==> config.mk <==
export PLATFORM = sky130hd
export DESIGN_NAME = gpio_ports
export DESIGN_NICKNAME = d
export VERILOG_FILES = /design/src/verilog/gpio_pkg.sv /design/src/verilog/gpio_ports.sv /design/src/verilog/gpio_port_bank.sv
export SDC_FILE = /design/constraint.sdc
export NUM_CORES = 1
export LEC_CHECK = 0
export BUFFER_PORTS_ARGS = -buffer_cell sky130_fd_sc_hd__buf_2
export CELL_PAD_IN_SITES_DETAIL_PLACEMENT = 1
export CELL_PAD_IN_SITES_GLOBAL_PLACEMENT = 1
export CORE_MARGIN = 2
export CORE_UTILIZATION = 40
export DETAILED_ROUTE_END_ITERATION = 16
export PLACE_DENSITY = 0.81
export SETUP_SLACK_MARGIN = 0.5
export SLEW_MARGIN = 20
export SYNTH_ARGS = -nofsm -noshare
export SYNTH_HDL_FRONTEND = slang
export SYNTH_SLANG_ARGS = --single-unit
==> constraint.sdc <==
create_clock -name clk_sys -period 5.75 [get_ports clk_sys]
set_clock_uncertainty 0.1 [all_clocks]
set_input_delay 0 -clock clk_sys [delete_from_list [all_inputs] [get_ports clk_sys]]
set_output_delay 0 -clock clk_sys [all_outputs]
set_load 0.01 [all_outputs]
==> src/verilog/gpio_pkg.sv <==
// Package with addresses, masks, reset values and carriers for the ports.
`default_nettype none
package gpio_pkg;

  // Number of ports and width of each port.
  localparam int unsigned NUM_PORTS = 4;
  localparam int unsigned PORT_W    = 8;

  // Implemented pins of ports A, B, C and D, index 0 is port A.
  localparam logic [3:0][7:0] PORT_MASK = {8'hff, 8'h0f, 8'hff, 8'h9f};

  // Data memory addresses of the per-port registers, index 0 is port A.
  localparam logic [3:0][7:0] ADDR_DATA  = {8'h0c, 8'h08, 8'h04, 8'h00};
  localparam logic [3:0][7:0] ADDR_DIR   = {8'h0d, 8'h09, 8'h05, 8'h01};
  localparam logic [3:0][7:0] ADDR_PULL  = {8'h0e, 8'h0a, 8'h06, 8'h02};

  // Addresses of the shared registers.
  localparam logic [7:0] ADDR_WAKE   = 8'h03;
  localparam logic [7:0] ADDR_PVALUE = 8'h10;
  localparam logic [7:0] ADDR_DRIVE0 = 8'h11;
  localparam logic [7:0] ADDR_DRIVE1 = 8'h12;

  // Implemented bits of the shared registers.
  localparam logic [7:0] WAKE_MASK   = 8'h9f;
  localparam logic [7:0] PVALUE_MASK = 8'h01;
  localparam logic [7:0] DRIVE1_MASK = 8'h3f;

  // Values after reset.
  localparam logic [7:0] DATA_RST   = 8'h00;
  localparam logic [7:0] DIR_RST    = 8'hff;
  localparam logic [7:0] PULL_RST   = 8'h00;
  localparam logic [7:0] WAKE_RST   = 8'h00;
  localparam logic [7:0] PVALUE_RST = 8'h00;
  localparam logic [7:0] DRIVE_RST  = 8'h00;

  // Pad controls of one port.
  typedef struct packed {
    logic [7:0] out;          // Level driven while enabled.
    logic [7:0] oe;           // High while the pad is driven.
    logic [7:0] pull_on;      // Internal pull-high connected.
    logic [7:0] pull_strong;  // Stronger pull-high value chosen.
  } pad_s;

  // Source drive levels of the pin groups, each 0 (min) to 3 (max).
  typedef struct packed {
    logic [1:0] pb_hi;   // Port B pins 7 to 4.
    logic [1:0] pb_lo;   // Port B pins 3 to 0.
    logic [1:0] pa_hi;   // Port A pins 7 and 4.
    logic [1:0] pa_lo;   // Port A pins 3 to 0.
    logic [1:0] pd_hi;   // Port D pins 7 to 4.
    logic [1:0] pd_lo;   // Port D pins 3 to 0.
    logic [1:0] aux;     // Last field, passed out unchanged.
  } drive_s;

endpackage
`default_nettype wire

==> src/verilog/gpio_ports.sv <==
// Four-port general-purpose I/O block on the data memory bus.
// Function
// - Four ports; unimplemented bits read zero.
// - Output latch holds until rewritten.
// - Per-pin pull-high enable, reset off.
// - Pull-high only on inputs or NMOS outputs.
// - Global bit picks stronger pull-high value.
// - Value select ignored when pull-high off.
// - Port A falling edge wakes halted core.
// - Wake only for inputs while halted.
// - Wake enables on port A bits 7, 4-0.
// - Direction 1 input, 0 output, reset 1.
// - Output read returns latch when control 0.
// - Drive register 0 holds four 2-bit fields.
// - Drive register 1 bits 5-0, reset zero.
// - Drive register 1 fields for port D, bits 1-0 aux.
`default_nettype none
`timescale 1ns/100ps
module gpio_ports (
  input  wire logic            clk_sys,
  input  wire logic            rst_b,
  input  wire logic [7:0]      mem_addr,
  input  wire logic            mem_wr,
  input  wire logic            mem_rd,
  input  wire logic [7:0]      mem_wdata,
  output logic      [7:0]      mem_rdata,
  input  wire logic            input_read_ctrl,
  input  wire logic            halt_mode,
  input  wire logic [3:0][7:0] nmos_sel,
  input  wire logic [3:0][7:0] pin_in,
  output logic      [3:0][7:0] pin_out,
  output logic      [3:0][7:0] pin_oe,
  output logic      [3:0][7:0] pull_on,
  output logic      [3:0][7:0] pull_strong,
  output gpio_pkg::drive_s     drive_level,
  output logic                 wake_req
);

  logic            rst_meta_b;    // First reset release stage.
  logic            rst_sync_b;    // Reset used by the whole block.
  logic [3:0][7:0] level;         // Synchronised pin levels.
  logic [3:0][7:0] dir_rd;        // Direction registers.
  logic [3:0][7:0] pull_rd;       // Pull-high registers.
  logic [3:0][7:0] data_rd;       // Port data read values.
  logic [7:0]      wake_q;        // Port A wake enables.
  logic            pvalue_q;      // Pull-high value select.
  logic [7:0]      drive0_q;      // Drive level register 0.
  logic [7:0]      drive1_q;      // Drive level register 1.
  logic [7:0]      pa_prev_q;     // Port A level one cycle back.
  logic [7:0]      pa_fall;       // Qualified falling edges.
  logic            wake_q_pulse;  // Registered wake request.
  logic [7:0]      rdata_q;       // Registered read data.
  logic [7:0]      rd_mux;        // Read data before the register.

  // True when the bus address hits the given register.
  function automatic logic hit(input logic [7:0] a, input logic [7:0] o);
    return a == o;
  endfunction

  // Reset asserts at once and releases after two clock edges.
  always_ff @(posedge clk_sys or negedge rst_b) begin
    if (!rst_b) begin
      rst_meta_b <= 1'b0;
      rst_sync_b <= 1'b0;
    end else begin
      rst_meta_b <= 1'b1;
      rst_sync_b <= rst_meta_b;
    end
  end

  // One bank per port, each with its own set of implemented pins.
  for (genvar p = 0; p < gpio_pkg::NUM_PORTS; p++) begin : g_port
    gpio_pkg::pad_s pad;          // Pad controls of this port.
    logic           wr_data_sel;  // Write strobe of the data latch.
    logic           wr_dir_sel;   // Write strobe of the direction register.
    logic           wr_pull_sel;  // Write strobe of the pull-high register.

    // Address decode of this port's three registers.
    assign wr_data_sel = mem_wr && hit(mem_addr, gpio_pkg::ADDR_DATA[p]);
    assign wr_dir_sel  = mem_wr && hit(mem_addr, gpio_pkg::ADDR_DIR[p]);
    assign wr_pull_sel = mem_wr && hit(mem_addr, gpio_pkg::ADDR_PULL[p]);
    gpio_port_bank #(
      .PIN_MASK (gpio_pkg::PORT_MASK[p])
    ) u_bank (
      .clk_sys                (clk_sys),
      .rst_sync_b             (rst_sync_b),
      .wdata                  (mem_wdata),
      .wr_data                (wr_data_sel),
      .wr_dir                 (wr_dir_sel),
      .wr_pull                (wr_pull_sel),
      .input_read_ctrl        (input_read_ctrl),
      .low_volt_pullup_select (pvalue_q),
      .nmos_sel               (nmos_sel[p]),
      .pin_in                 (pin_in[p]),
      .pad                    (pad),
      .level                  (level[p]),
      .dir_rd                 (dir_rd[p]),
      .pull_rd                (pull_rd[p]),
      .data_rd                (data_rd[p])
    );
    assign pin_out[p]     = pad.out & gpio_pkg::PORT_MASK[p];
    assign pin_oe[p]      = pad.oe;
    assign pull_on[p]     = pad.pull_on;
    assign pull_strong[p] = pad.pull_strong;
  end

  // Wake enables exist only for the implemented port A pins.
  always_ff @(posedge clk_sys or negedge rst_sync_b) begin
    if (!rst_sync_b) begin
      wake_q <= gpio_pkg::WAKE_RST;
    end else if (mem_wr && hit(mem_addr, gpio_pkg::ADDR_WAKE)) begin
      wake_q <= mem_wdata & gpio_pkg::WAKE_MASK;
    end
  end

  // The global pull-high value select resets to the weaker value.
  always_ff @(posedge clk_sys or negedge rst_sync_b) begin
    if (!rst_sync_b) begin
      pvalue_q <= gpio_pkg::PVALUE_RST[0];
    end else if (mem_wr && hit(mem_addr, gpio_pkg::ADDR_PVALUE)) begin
      pvalue_q <= mem_wdata[0];
    end
  end

  // Drive level registers reset to the minimum level.
  always_ff @(posedge clk_sys or negedge rst_sync_b) begin
    if (!rst_sync_b) begin
      drive0_q <= gpio_pkg::DRIVE_RST;
      drive1_q <= gpio_pkg::DRIVE_RST;
    end else if (mem_wr) begin
      if (hit(mem_addr, gpio_pkg::ADDR_DRIVE0)) begin
        drive0_q <= mem_wdata;
      end
      if (hit(mem_addr, gpio_pkg::ADDR_DRIVE1)) begin
        drive1_q <= mem_wdata & gpio_pkg::DRIVE1_MASK;
      end
    end
  end

  // Each 2-bit field steers the source drive of one pin group.
  assign drive_level.pb_hi = drive0_q[7:6];
  assign drive_level.pb_lo = drive0_q[5:4];
  assign drive_level.pa_hi = drive0_q[3:2];
  assign drive_level.pa_lo = drive0_q[1:0];
  assign drive_level.pd_hi = drive1_q[5:4];
  assign drive_level.pd_lo = drive1_q[3:2];
  assign drive_level.aux   = drive1_q[1:0];

  // A falling edge counts only on enabled input pins while halted.
  assign pa_fall = pa_prev_q & ~level[0] & wake_q & dir_rd[0]
                   & {8{halt_mode}};

  // The previous port A level and the wake pulse are kept here.
  always_ff @(posedge clk_sys or negedge rst_sync_b) begin
    if (!rst_sync_b) begin
      pa_prev_q    <= 8'h00;
      wake_q_pulse <= 1'b0;
    end else begin
      pa_prev_q    <= level[0];
      wake_q_pulse <= |pa_fall;
    end
  end
  assign wake_req = wake_q_pulse;

  // Read multiplexer; unmapped addresses read as zero.
  always_comb begin
    rd_mux = 8'h00;
    for (int p = 0; p < gpio_pkg::NUM_PORTS; p++) begin
      if (hit(mem_addr, gpio_pkg::ADDR_DATA[p])) begin
        rd_mux = data_rd[p];
      end
      if (hit(mem_addr, gpio_pkg::ADDR_DIR[p])) begin
        rd_mux = dir_rd[p];
      end
      if (hit(mem_addr, gpio_pkg::ADDR_PULL[p])) begin
        rd_mux = pull_rd[p];
      end
    end
    if (hit(mem_addr, gpio_pkg::ADDR_WAKE)) begin
      rd_mux = wake_q;
    end
    if (hit(mem_addr, gpio_pkg::ADDR_PVALUE)) begin
      rd_mux = {7'h00, pvalue_q};
    end
    if (hit(mem_addr, gpio_pkg::ADDR_DRIVE0)) begin
      rd_mux = drive0_q;
    end
    if (hit(mem_addr, gpio_pkg::ADDR_DRIVE1)) begin
      rd_mux = drive1_q;
    end
  end

  // Read data is caught on the read strobe and held until the next read.
  always_ff @(posedge clk_sys or negedge rst_sync_b) begin
    if (!rst_sync_b) begin
      rdata_q <= 8'h00;
    end else if (mem_rd) begin
      rdata_q <= rd_mux;
    end
  end
  assign mem_rdata = rdata_q;
endmodule
`default_nettype wire

==> src/verilog/gpio_port_bank.sv <==
// One I/O port: output latch, direction, pull-high and input synchroniser.
`default_nettype none
`timescale 1ns/100ps
module gpio_port_bank #(
  parameter logic [7:0] PIN_MASK = 8'hff
) (
  input  wire logic          clk_sys,
  input  wire logic          rst_sync_b,
  input  wire logic [7:0]    wdata,
  input  wire logic          wr_data,
  input  wire logic          wr_dir,
  input  wire logic          wr_pull,
  input  wire logic          input_read_ctrl,
  input  wire logic          low_volt_pullup_select,
  input  wire logic [7:0]    nmos_sel,
  input  wire logic [7:0]    pin_in,
  output gpio_pkg::pad_s     pad,
  output logic      [7:0]    level,
  output logic      [7:0]    dir_rd,
  output logic      [7:0]    pull_rd,
  output logic      [7:0]    data_rd
);

  logic [7:0] data_q;      // Output latch.
  logic [7:0] dir_q;       // Direction, 1 is input.
  logic [7:0] pull_q;      // Pull-high enables.
  logic [7:0] pin_meta_q;  // First synchroniser stage.
  logic [7:0] pin_sync_q;  // Second synchroniser stage.
  logic [7:0] show_pin;    // Pins whose real level is read back.

  // The output latch changes only on a write to it.
  always_ff @(posedge clk_sys or negedge rst_sync_b) begin
    if (!rst_sync_b) begin
      data_q <= gpio_pkg::DATA_RST;
    end else if (wr_data) begin
      data_q <= wdata & PIN_MASK;
    end
  end

  // Direction bits reset to input.
  always_ff @(posedge clk_sys or negedge rst_sync_b) begin
    if (!rst_sync_b) begin
      dir_q <= gpio_pkg::DIR_RST & PIN_MASK;
    end else if (wr_dir) begin
      dir_q <= wdata & PIN_MASK;
    end
  end

  // Pull-high enables reset to off.
  always_ff @(posedge clk_sys or negedge rst_sync_b) begin
    if (!rst_sync_b) begin
      pull_q <= gpio_pkg::PULL_RST;
    end else if (wr_pull) begin
      pull_q <= wdata & PIN_MASK;
    end
  end

  // Pins are asynchronous, so they pass two flip-flops first.
  always_ff @(posedge clk_sys or negedge rst_sync_b) begin
    if (!rst_sync_b) begin
      pin_meta_q <= 8'h00;
      pin_sync_q <= 8'h00;
    end else begin
      pin_meta_q <= pin_in;
      pin_sync_q <= pin_meta_q;
    end
  end

  // Inputs always show the pin; outputs show it only when asked to.
  assign show_pin = dir_q | {8{input_read_ctrl}};
  assign data_rd  = ((show_pin & pin_sync_q) | (~show_pin & data_q))
                    & PIN_MASK;
  assign level    = pin_sync_q & PIN_MASK;
  assign dir_rd   = dir_q;
  assign pull_rd  = pull_q;

  // NMOS outputs drive only low; pull-high only on inputs or NMOS outputs.
  assign pad.out         = data_q;
  assign pad.oe          = ~dir_q & ~(nmos_sel & data_q) & PIN_MASK;
  assign pad.pull_on     = pull_q & (dir_q | nmos_sel) & PIN_MASK;
  assign pad.pull_strong = pad.pull_on
                           & {8{low_volt_pullup_select}};

endmodule
`default_nettype wire

---- After elaboration in Yosys (flattened, before gate mapping) ----
Index checks and enable logic that the tools add are counted.
operators by class
  add/subtract/negate cells ............... 0
  $mul .................................... 0
  divide/modulo/power cells ............... 0
  order comparisons ....................... 0
  eq/ne operators ......................... 15
  shift-type cells ........................ 0
  multiplexer cells ....................... 16
  bitwise operators ....................... 53
  reduce and logical (&&, ||, !) cells .... 18
operator list
  operator            number
  $and 8x8->8         22
  $mux 8              16
  $not 8->8           10
  $or 8x8->8          9
  $eq 8x4->1 const B  6
  $eq 8x3->1 const B  3
  $eq 8x5->1 const B  3
  $and 4x4->4         5
  $eq 8x2->1 const B  2
  $logic_and 1x1->1   14
  $not 4->4           3
  $or 4x4->4          3
  $and 4x8->8         1
  $eq 8x1->1 const B  1
  $logic_not 8->1     1
  $reduce_or 8->1     1
  $reduce_and 2->1    2
storage, ports and cells
  flip-flop bits (word level) ............. 172
  latch bits .............................. 0
  bits in writable memories ............... 0
  bits in read-only memories .............. 0
  bits of input ports ..................... 86
  output and inout bits ................... 151
  logic and storage cells ................. 131
  memories ................................ 0

---- Logic depth before layout (Yosys ltp) ----
  word-level depth ........................ 20
  gate-level depth with buffers ........... 9
  mapped depth without buffers ............ 6

---- Hierarchy ----
Synthesis repeated with hierarchy kept, for this count alone.
second synthesis, totals
  cell total of the unflattened synthesis .. 748
  area total of the unflattened synthesis .. 8637.0 um2
by module, submodules not included
  module                                  times used  cells each  area an instance (um2)
  gpio_port_bank at g_port[1].u_bank ...  2           108         1627.8
  gpio_ports                              1           349         3055.4
  gpio_port_bank at g_port[0].u_bank      1           98          1306.3
  gpio_port_bank at g_port[2].u_bank      1           85          1019.7

---- Worst setup path before layout ----
Ideal clock, no wire load.
  path kind ............................... input to register
  start ................................... input mem_addr[3]
  end ..................................... register rdata_q[1], in the netlist mem_rdata[1]
  setup time .............................. 0.118 ns
  arrival ................................. 1.590 ns
  slack ................................... 3.942 ns
  stages on the path ...................... 7
  buffers on the path ..................... 2
  path through ............................ or4_1 -> buf_2 -> or4_1 -> buf_2 -> o32ai_1 -> nor4_1 -> a21o_1
on the way
  cells in the longest elaborated chain, start to end .. 17
  elaborated cells on any way between the ends .. 32
  those cells by class .................... eq/ne: 15; mux: 16; reduce/logical: 1
ends and longest elaborated chain
  element                 RTL line           source
  start: declaration      gpio_ports.sv:22   input wire logic [7:0] mem_addr,
  $logic_not 8->1         gpio_ports.sv:57   return a == o;
  $mux 8                  gpio_ports.sv:169  if (hit(mem_addr, gpio_pkg::ADDR_DATA[p])) begin
  $mux 8                  gpio_ports.sv:172  if (hit(mem_addr, gpio_pkg::ADDR_DIR[p])) begin
  $mux 8                  gpio_ports.sv:175  if (hit(mem_addr, gpio_pkg::ADDR_PULL[p])) begin
  $mux 8                  gpio_ports.sv:169
  $mux 8                  gpio_ports.sv:172
  $mux 8                  gpio_ports.sv:175
  $mux 8                  gpio_ports.sv:169
  $mux 8                  gpio_ports.sv:172
  $mux 8                  gpio_ports.sv:175
  $mux 8                  gpio_ports.sv:169
  $mux 8                  gpio_ports.sv:172
  $mux 8                  gpio_ports.sv:175
  $mux 8                  gpio_ports.sv:179  if (hit(mem_addr, gpio_pkg::ADDR_WAKE)) begin
  $mux 8                  gpio_ports.sv:182  if (hit(mem_addr, gpio_pkg::ADDR_PVALUE)) begin
  $mux 8                  gpio_ports.sv:185  if (hit(mem_addr, gpio_pkg::ADDR_DRIVE0)) begin
  $mux 8 (*)              gpio_ports.sv:188  if (hit(mem_addr, gpio_pkg::ADDR_DRIVE1)) begin
  end signal: assignment  gpio_ports.sv:198  rdata_q <= rd_mux;
  end: declaration        gpio_ports.sv:52   logic [7:0] rdata_q;
Every way passes the cells marked *; elsewhere a longest branch is shown, timed or not.
A chain may end at the register's enable or synchronous reset.

---- Worst setup path after layout ----
  start ................................... input mem_addr[2]
  end ..................................... register g_port[0].u_bank.data_q[7]
on the way
  cells in the longest elaborated chain, start to end .. 2
ends and longest elaborated chain
  element                 RTL line              source
  $logic_not 8->1         gpio_ports.sv:57
  $logic_and 1x1->1       gpio_ports.sv:79      assign wr_data_sel = mem_wr && hit(mem_addr, gpio_pkg::ADDR_DATA[p]);
  end signal: assignment  gpio_port_bank.sv:34  data_q <= gpio_pkg::DATA_RST;
  end signal: assignment  gpio_port_bank.sv:36  data_q <= wdata & PIN_MASK;
  end: declaration        gpio_port_bank.sv:24  logic [7:0] data_q;
Every way passes these cells.

==> impl_summary.txt <==
----------------------------------------------------
[Clock tree]
  Clock latency reported for the late side of the worst-skew pair ... around 0.44 ns
  Count of hold buffers inserted by post-cts repair ... 35
  Maximum clock insertion buffer count ... 2
  Total of cells resized after clock tree synthesis ... 0
  TritonCTS buffer count ... 17
  Setup bufs post-CTS ... 0
  Clock sink total ... 168
  Clock tree from TritonCTS ... done
  Total number of H-tree levels ... 4
  Clock transition at the registers of the reported paths ... 0.06 ns
  Master cell of the clock root buffer ... sky130_fd_sc_hd__clkbuf_16

[Worst setup path]
  Worst Setup Path Type ... in2reg
  Worst Reg-to-Reg Cells ... 6
  Kind of end point of the critical path ... register
  Highest fanout seen on the critical path ... 23
  Arr. time, crit path ... roughly 2.7 ns
  RR Startpoint ... g_port[0].u_bank.dir_rd[1]$_DFFE_PN1P_
  Worst Path Required ... 5.97 ns
  Element type at the critical path start ... input pin
  Slack of the worst reg-to-reg path ... approximately 3.6 ns
  Terminus of the critical flop-to-flop path ... mem_rdata[1]$_DFFE_PN0P_

[Global routing]
  Global-route met2 utilization ... 44.0%
  Met1 capacity usage during global routing ... 36.2%
  Vias in the first global route ... 7217
  Routing layer with the top usage in global route ... met2
  Global Route Usage Sum ... approximately a quarter
  Total congestion overflow ... 0
  Largest net degree at the start of global routing ... slightly below 80
  Wire length of the first global-routing pass ... between 40000 and 50000 µm
  Routing usage on met3 ... about 4.5%
  Initial antenna violation count ... 0

[STA]
  Total Neg Setup Slack ... 0 ns
  Unrepaired setup endpoints after global routing ... no
  Final critical-path required period ... between 2 and 2.5 ns
  Worst relative slew slack ... 42.5%
  Endpoints failing setup ... 0
  Final hold viol count ... 0
  Achievable Freq ... ~0.40 GHz
  Number of pins with negative max-slew slack in the final report ... 0
  Worst slew pin tran ... 0.857 ns
  Final critical-path share of the clock period ... 43.3%

[Synth]
  Number of cells produced by synthesis ... a little over 700
  Number of register bits inferred by synthesis ... 168
  Top cells by area in the synthesized netlist ... sky130_fd_sc_hd__dfrtp_1 (44%), sky130_fd_sc_hd__mux2_2 (14%), sky130_fd_sc_hd__dfstp_2 (8.4%)
  Most frequently used flop master after synthesis ... sky130_fd_sc_hd__dfrtp_1
  Count of distinct cell types in the synthesized netlist ... 64
  Mean post-synth cell area ... 11.3 µm²
  Post-synth EDFFs ... 0
  Part of the Yosys area used for sequential elements ... 52.1%
  Synthesis Warnings ... 0
  Summed instance area of the synthesized netlist ... 8140 µm²
  Async set-reset flop share out of synthesis ... 100%
  Fraction of post-synthesis cell area in the top cell type by area ... 43.7%
  Yosys top cell by area ... sky130_fd_sc_hd__dfrtp_1

[Power and ir drop]
  Ratio of total power to cell area ... 271 nW/µm²
  Maximum vdd drop ... ~190 µV
  Leak pwr ... 4.81 nW

[Route]
  Vias ... between 6000 and 7000
  Remaining routing DRC violations ... 0
  Routed WL ... 28500 µm
  Number of routed nets with antenna violations ... 0
  Length of the first detailed-routing pass in iterations ... 5
  Wire per inst ... 23.3 µm
  Avg Vias per Cell ... 5.69
  Initial DRC Count ... between 600 and 700

[Die]
  Number of placement rows ... 52
  Area of the core ... 20100 µm²
  Number of top-level pins ... about 240
  Starting density of the core ... between 40% and 50%
  Vertical die dimension ... 147 µm
  Die ar. ... ~21000 µm²
  Horizontal die dimension ... 147 µm

[Placed design]
  Count of buffers inserted at the top-level ports ... 200
  Final HPWL DP ... between 15000 and 20000 µm
  Routability congestion estimate from global placement ... 0.935
  Placed cell count ... between 1000 and 1500

[Finish]
  P&R area growth vs syn ... 25.7%
  Post-layout instance count excluding filler cells ... 1225
  Fraction of final layout cells sized beyond drive strength 1 ... 40.9%
  Net count reported at finish ... approximately 1000
  Layout fillers ... roughly 2200

[Run]
  Reported max-cap violation count ... 0

[Hold path]
  WHS Endpoint ... g_port[2].u_bank.dir_rd[2]$_DFFE_PN1P_
  Min-Delay Path Depth ... 2
  Min-Delay Startpoint ... mem_wdata[2]
  Min-Delay Path Class ... in2reg

[Outcome]
  Result of the run ... completed

----------------------------------------------------
==> worst max-delay path, stage by stage <==
cell                      delay (ns)
sky130_fd_sc_hd__buf_2          0.26
sky130_fd_sc_hd__or4_1          0.72
sky130_fd_sc_hd__nor3_2         0.70
sky130_fd_sc_hd__nand3_1        0.56
sky130_fd_sc_hd__mux2_2         0.45
==> state kept, by name, summed over array words and instances (netlist names), 8 cells and up <==
name,count
g_port.u_bank.data_q,26
g_port.u_bank.pin_sync_q,10
g_port.u_bank.pull_rd,26
mem_rdata,8
g_port.u_bank.dir_rd,26
g_port.u_bank.level,16
g_port.u_bank.pin_meta_q,26
drive0_q,8
==> per-layer routing <==
layer	share of wire [%]	vias up
met5	0	-
met4	2.1	0
met3	6.7	45
met2	49	328
met1	42	3553
li1	-	3049
==> per-stage QoR <==
step | utilization (%) | cell area (µm²) | total power, mW | setup WS (ns) | hold WS, ns
floorplan | - | 8220 | 1.48 | 0.668 | -0.396
CTS | 50.8 | 10200 | 2.78 | 3.39 | 0.00271
detailed placement | 46.1 | 9260 | 1.61 | 2.95 | -0.312
global placement | 46.1 | 9260 | 1.60 | 2.99 | -0.314
global route | 50.9 | 10200 | 2.87 | 3.21 | 0.00764
finish | 50.9 | 10200 | 2.77 | 3.26 | 0.0200
==> synthesized netlist by cell type (5+ instances only) <==
cell type                    n
sky130_fd_sc_hd__dfrtp_1   142
sky130_fd_sc_hd__mux2_2    103
sky130_fd_sc_hd__a21oi_1    61
sky130_fd_sc_hd__nor2_1     46
sky130_fd_sc_hd__o21a_1     31
sky130_fd_sc_hd__clkbuf_1   30
sky130_fd_sc_hd__and2_1     26
sky130_fd_sc_hd__dfstp_2    26
sky130_fd_sc_hd__o21ai_0    26
sky130_fd_sc_hd__buf_4      25
sky130_fd_sc_hd__nand2_1    25
sky130_fd_sc_hd__o22ai_1    13
sky130_fd_sc_hd__mux2i_1     9
sky130_fd_sc_hd__a22oi_1     8
sky130_fd_sc_hd__inv_1       8
sky130_fd_sc_hd__nand3_1     8
sky130_fd_sc_hd__or4_1       8
sky130_fd_sc_hd__and3_1      7
sky130_fd_sc_hd__a211oi_1    6
sky130_fd_sc_hd__a31oi_1     6
sky130_fd_sc_hd__nand2b_1    6
sky130_fd_sc_hd__nand4b_1    6
sky130_fd_sc_hd__nor2_2      6
sky130_fd_sc_hd__buf_2       5
sky130_fd_sc_hd__o32ai_1     5
==> worst max-delay path by stage <==
stage,from,endpoint,slack [ns],cells after the start
5_1_grt,mem_addr[2],mem_rdata[7]$_DFFE_PN0P_,3.21,7
3_3_place_gp,mem_addr[2],mem_rdata[7]$_DFFE_PN0P_,2.99,7
6_report,mem_addr[2],g_port[0].u_bank.data_q[7]$_DFFE_PN0P_,3.26,5
2_1_floorplan,rst_sync_b$_DFF_PN0_,drive0_q[0]$_DFFE_PN0P_,0.67,0
4_1_cts,mem_addr[2],g_port[0].u_bank.data_q[7]$_DFFE_PN0P_,3.39,5
3_5_place_dp,mem_addr[2],g_port[0].u_bank.data_q[7]$_DFFE_PN0P_,2.95,5
==> logic make-up after synthesis <==
kind of cell    share of synthesized area [%]
other cells                            0.0923
buf+inv                                  4.55
simple gates                             12.0
mux                                      15.4
flops                                    52.1
compound gates                           15.9
==> cell usage in the layout, fill, tap and decap left out, drive strengths merged, types with 13 or more instances in the layout <==
cell           n
o21ai         30
o22ai         13
clkbuf        20
nand2         25
dlygate4sd3   35
buf          206
dfstp         26
dfrtp        142
and2          26
mux2         103
o21a          31
conb          25
a21oi         61
nor2          56
==> layout make-up <==
type                    count  area, µm²  share of cell area, %
inverters                   8       30.0                  0.294
diodes                      1       2.50                 0.0245
multi-input cells         505       3610                   35.3
well taps                 270        338                   3.30
flip-flops and latches    168       4240                   41.5
clock inverters            12        145                   1.42
clock buffers              20        447                   4.37
repair buffers            241       1410                   13.8
==> power breakdown <==
group / internal, mW / switching (mW)
sequential: 1.25 / 0.0647
combinational: 0.126 / 0.180
clock: 0.657 / 0.500
(Power assumes the default switching activity.)
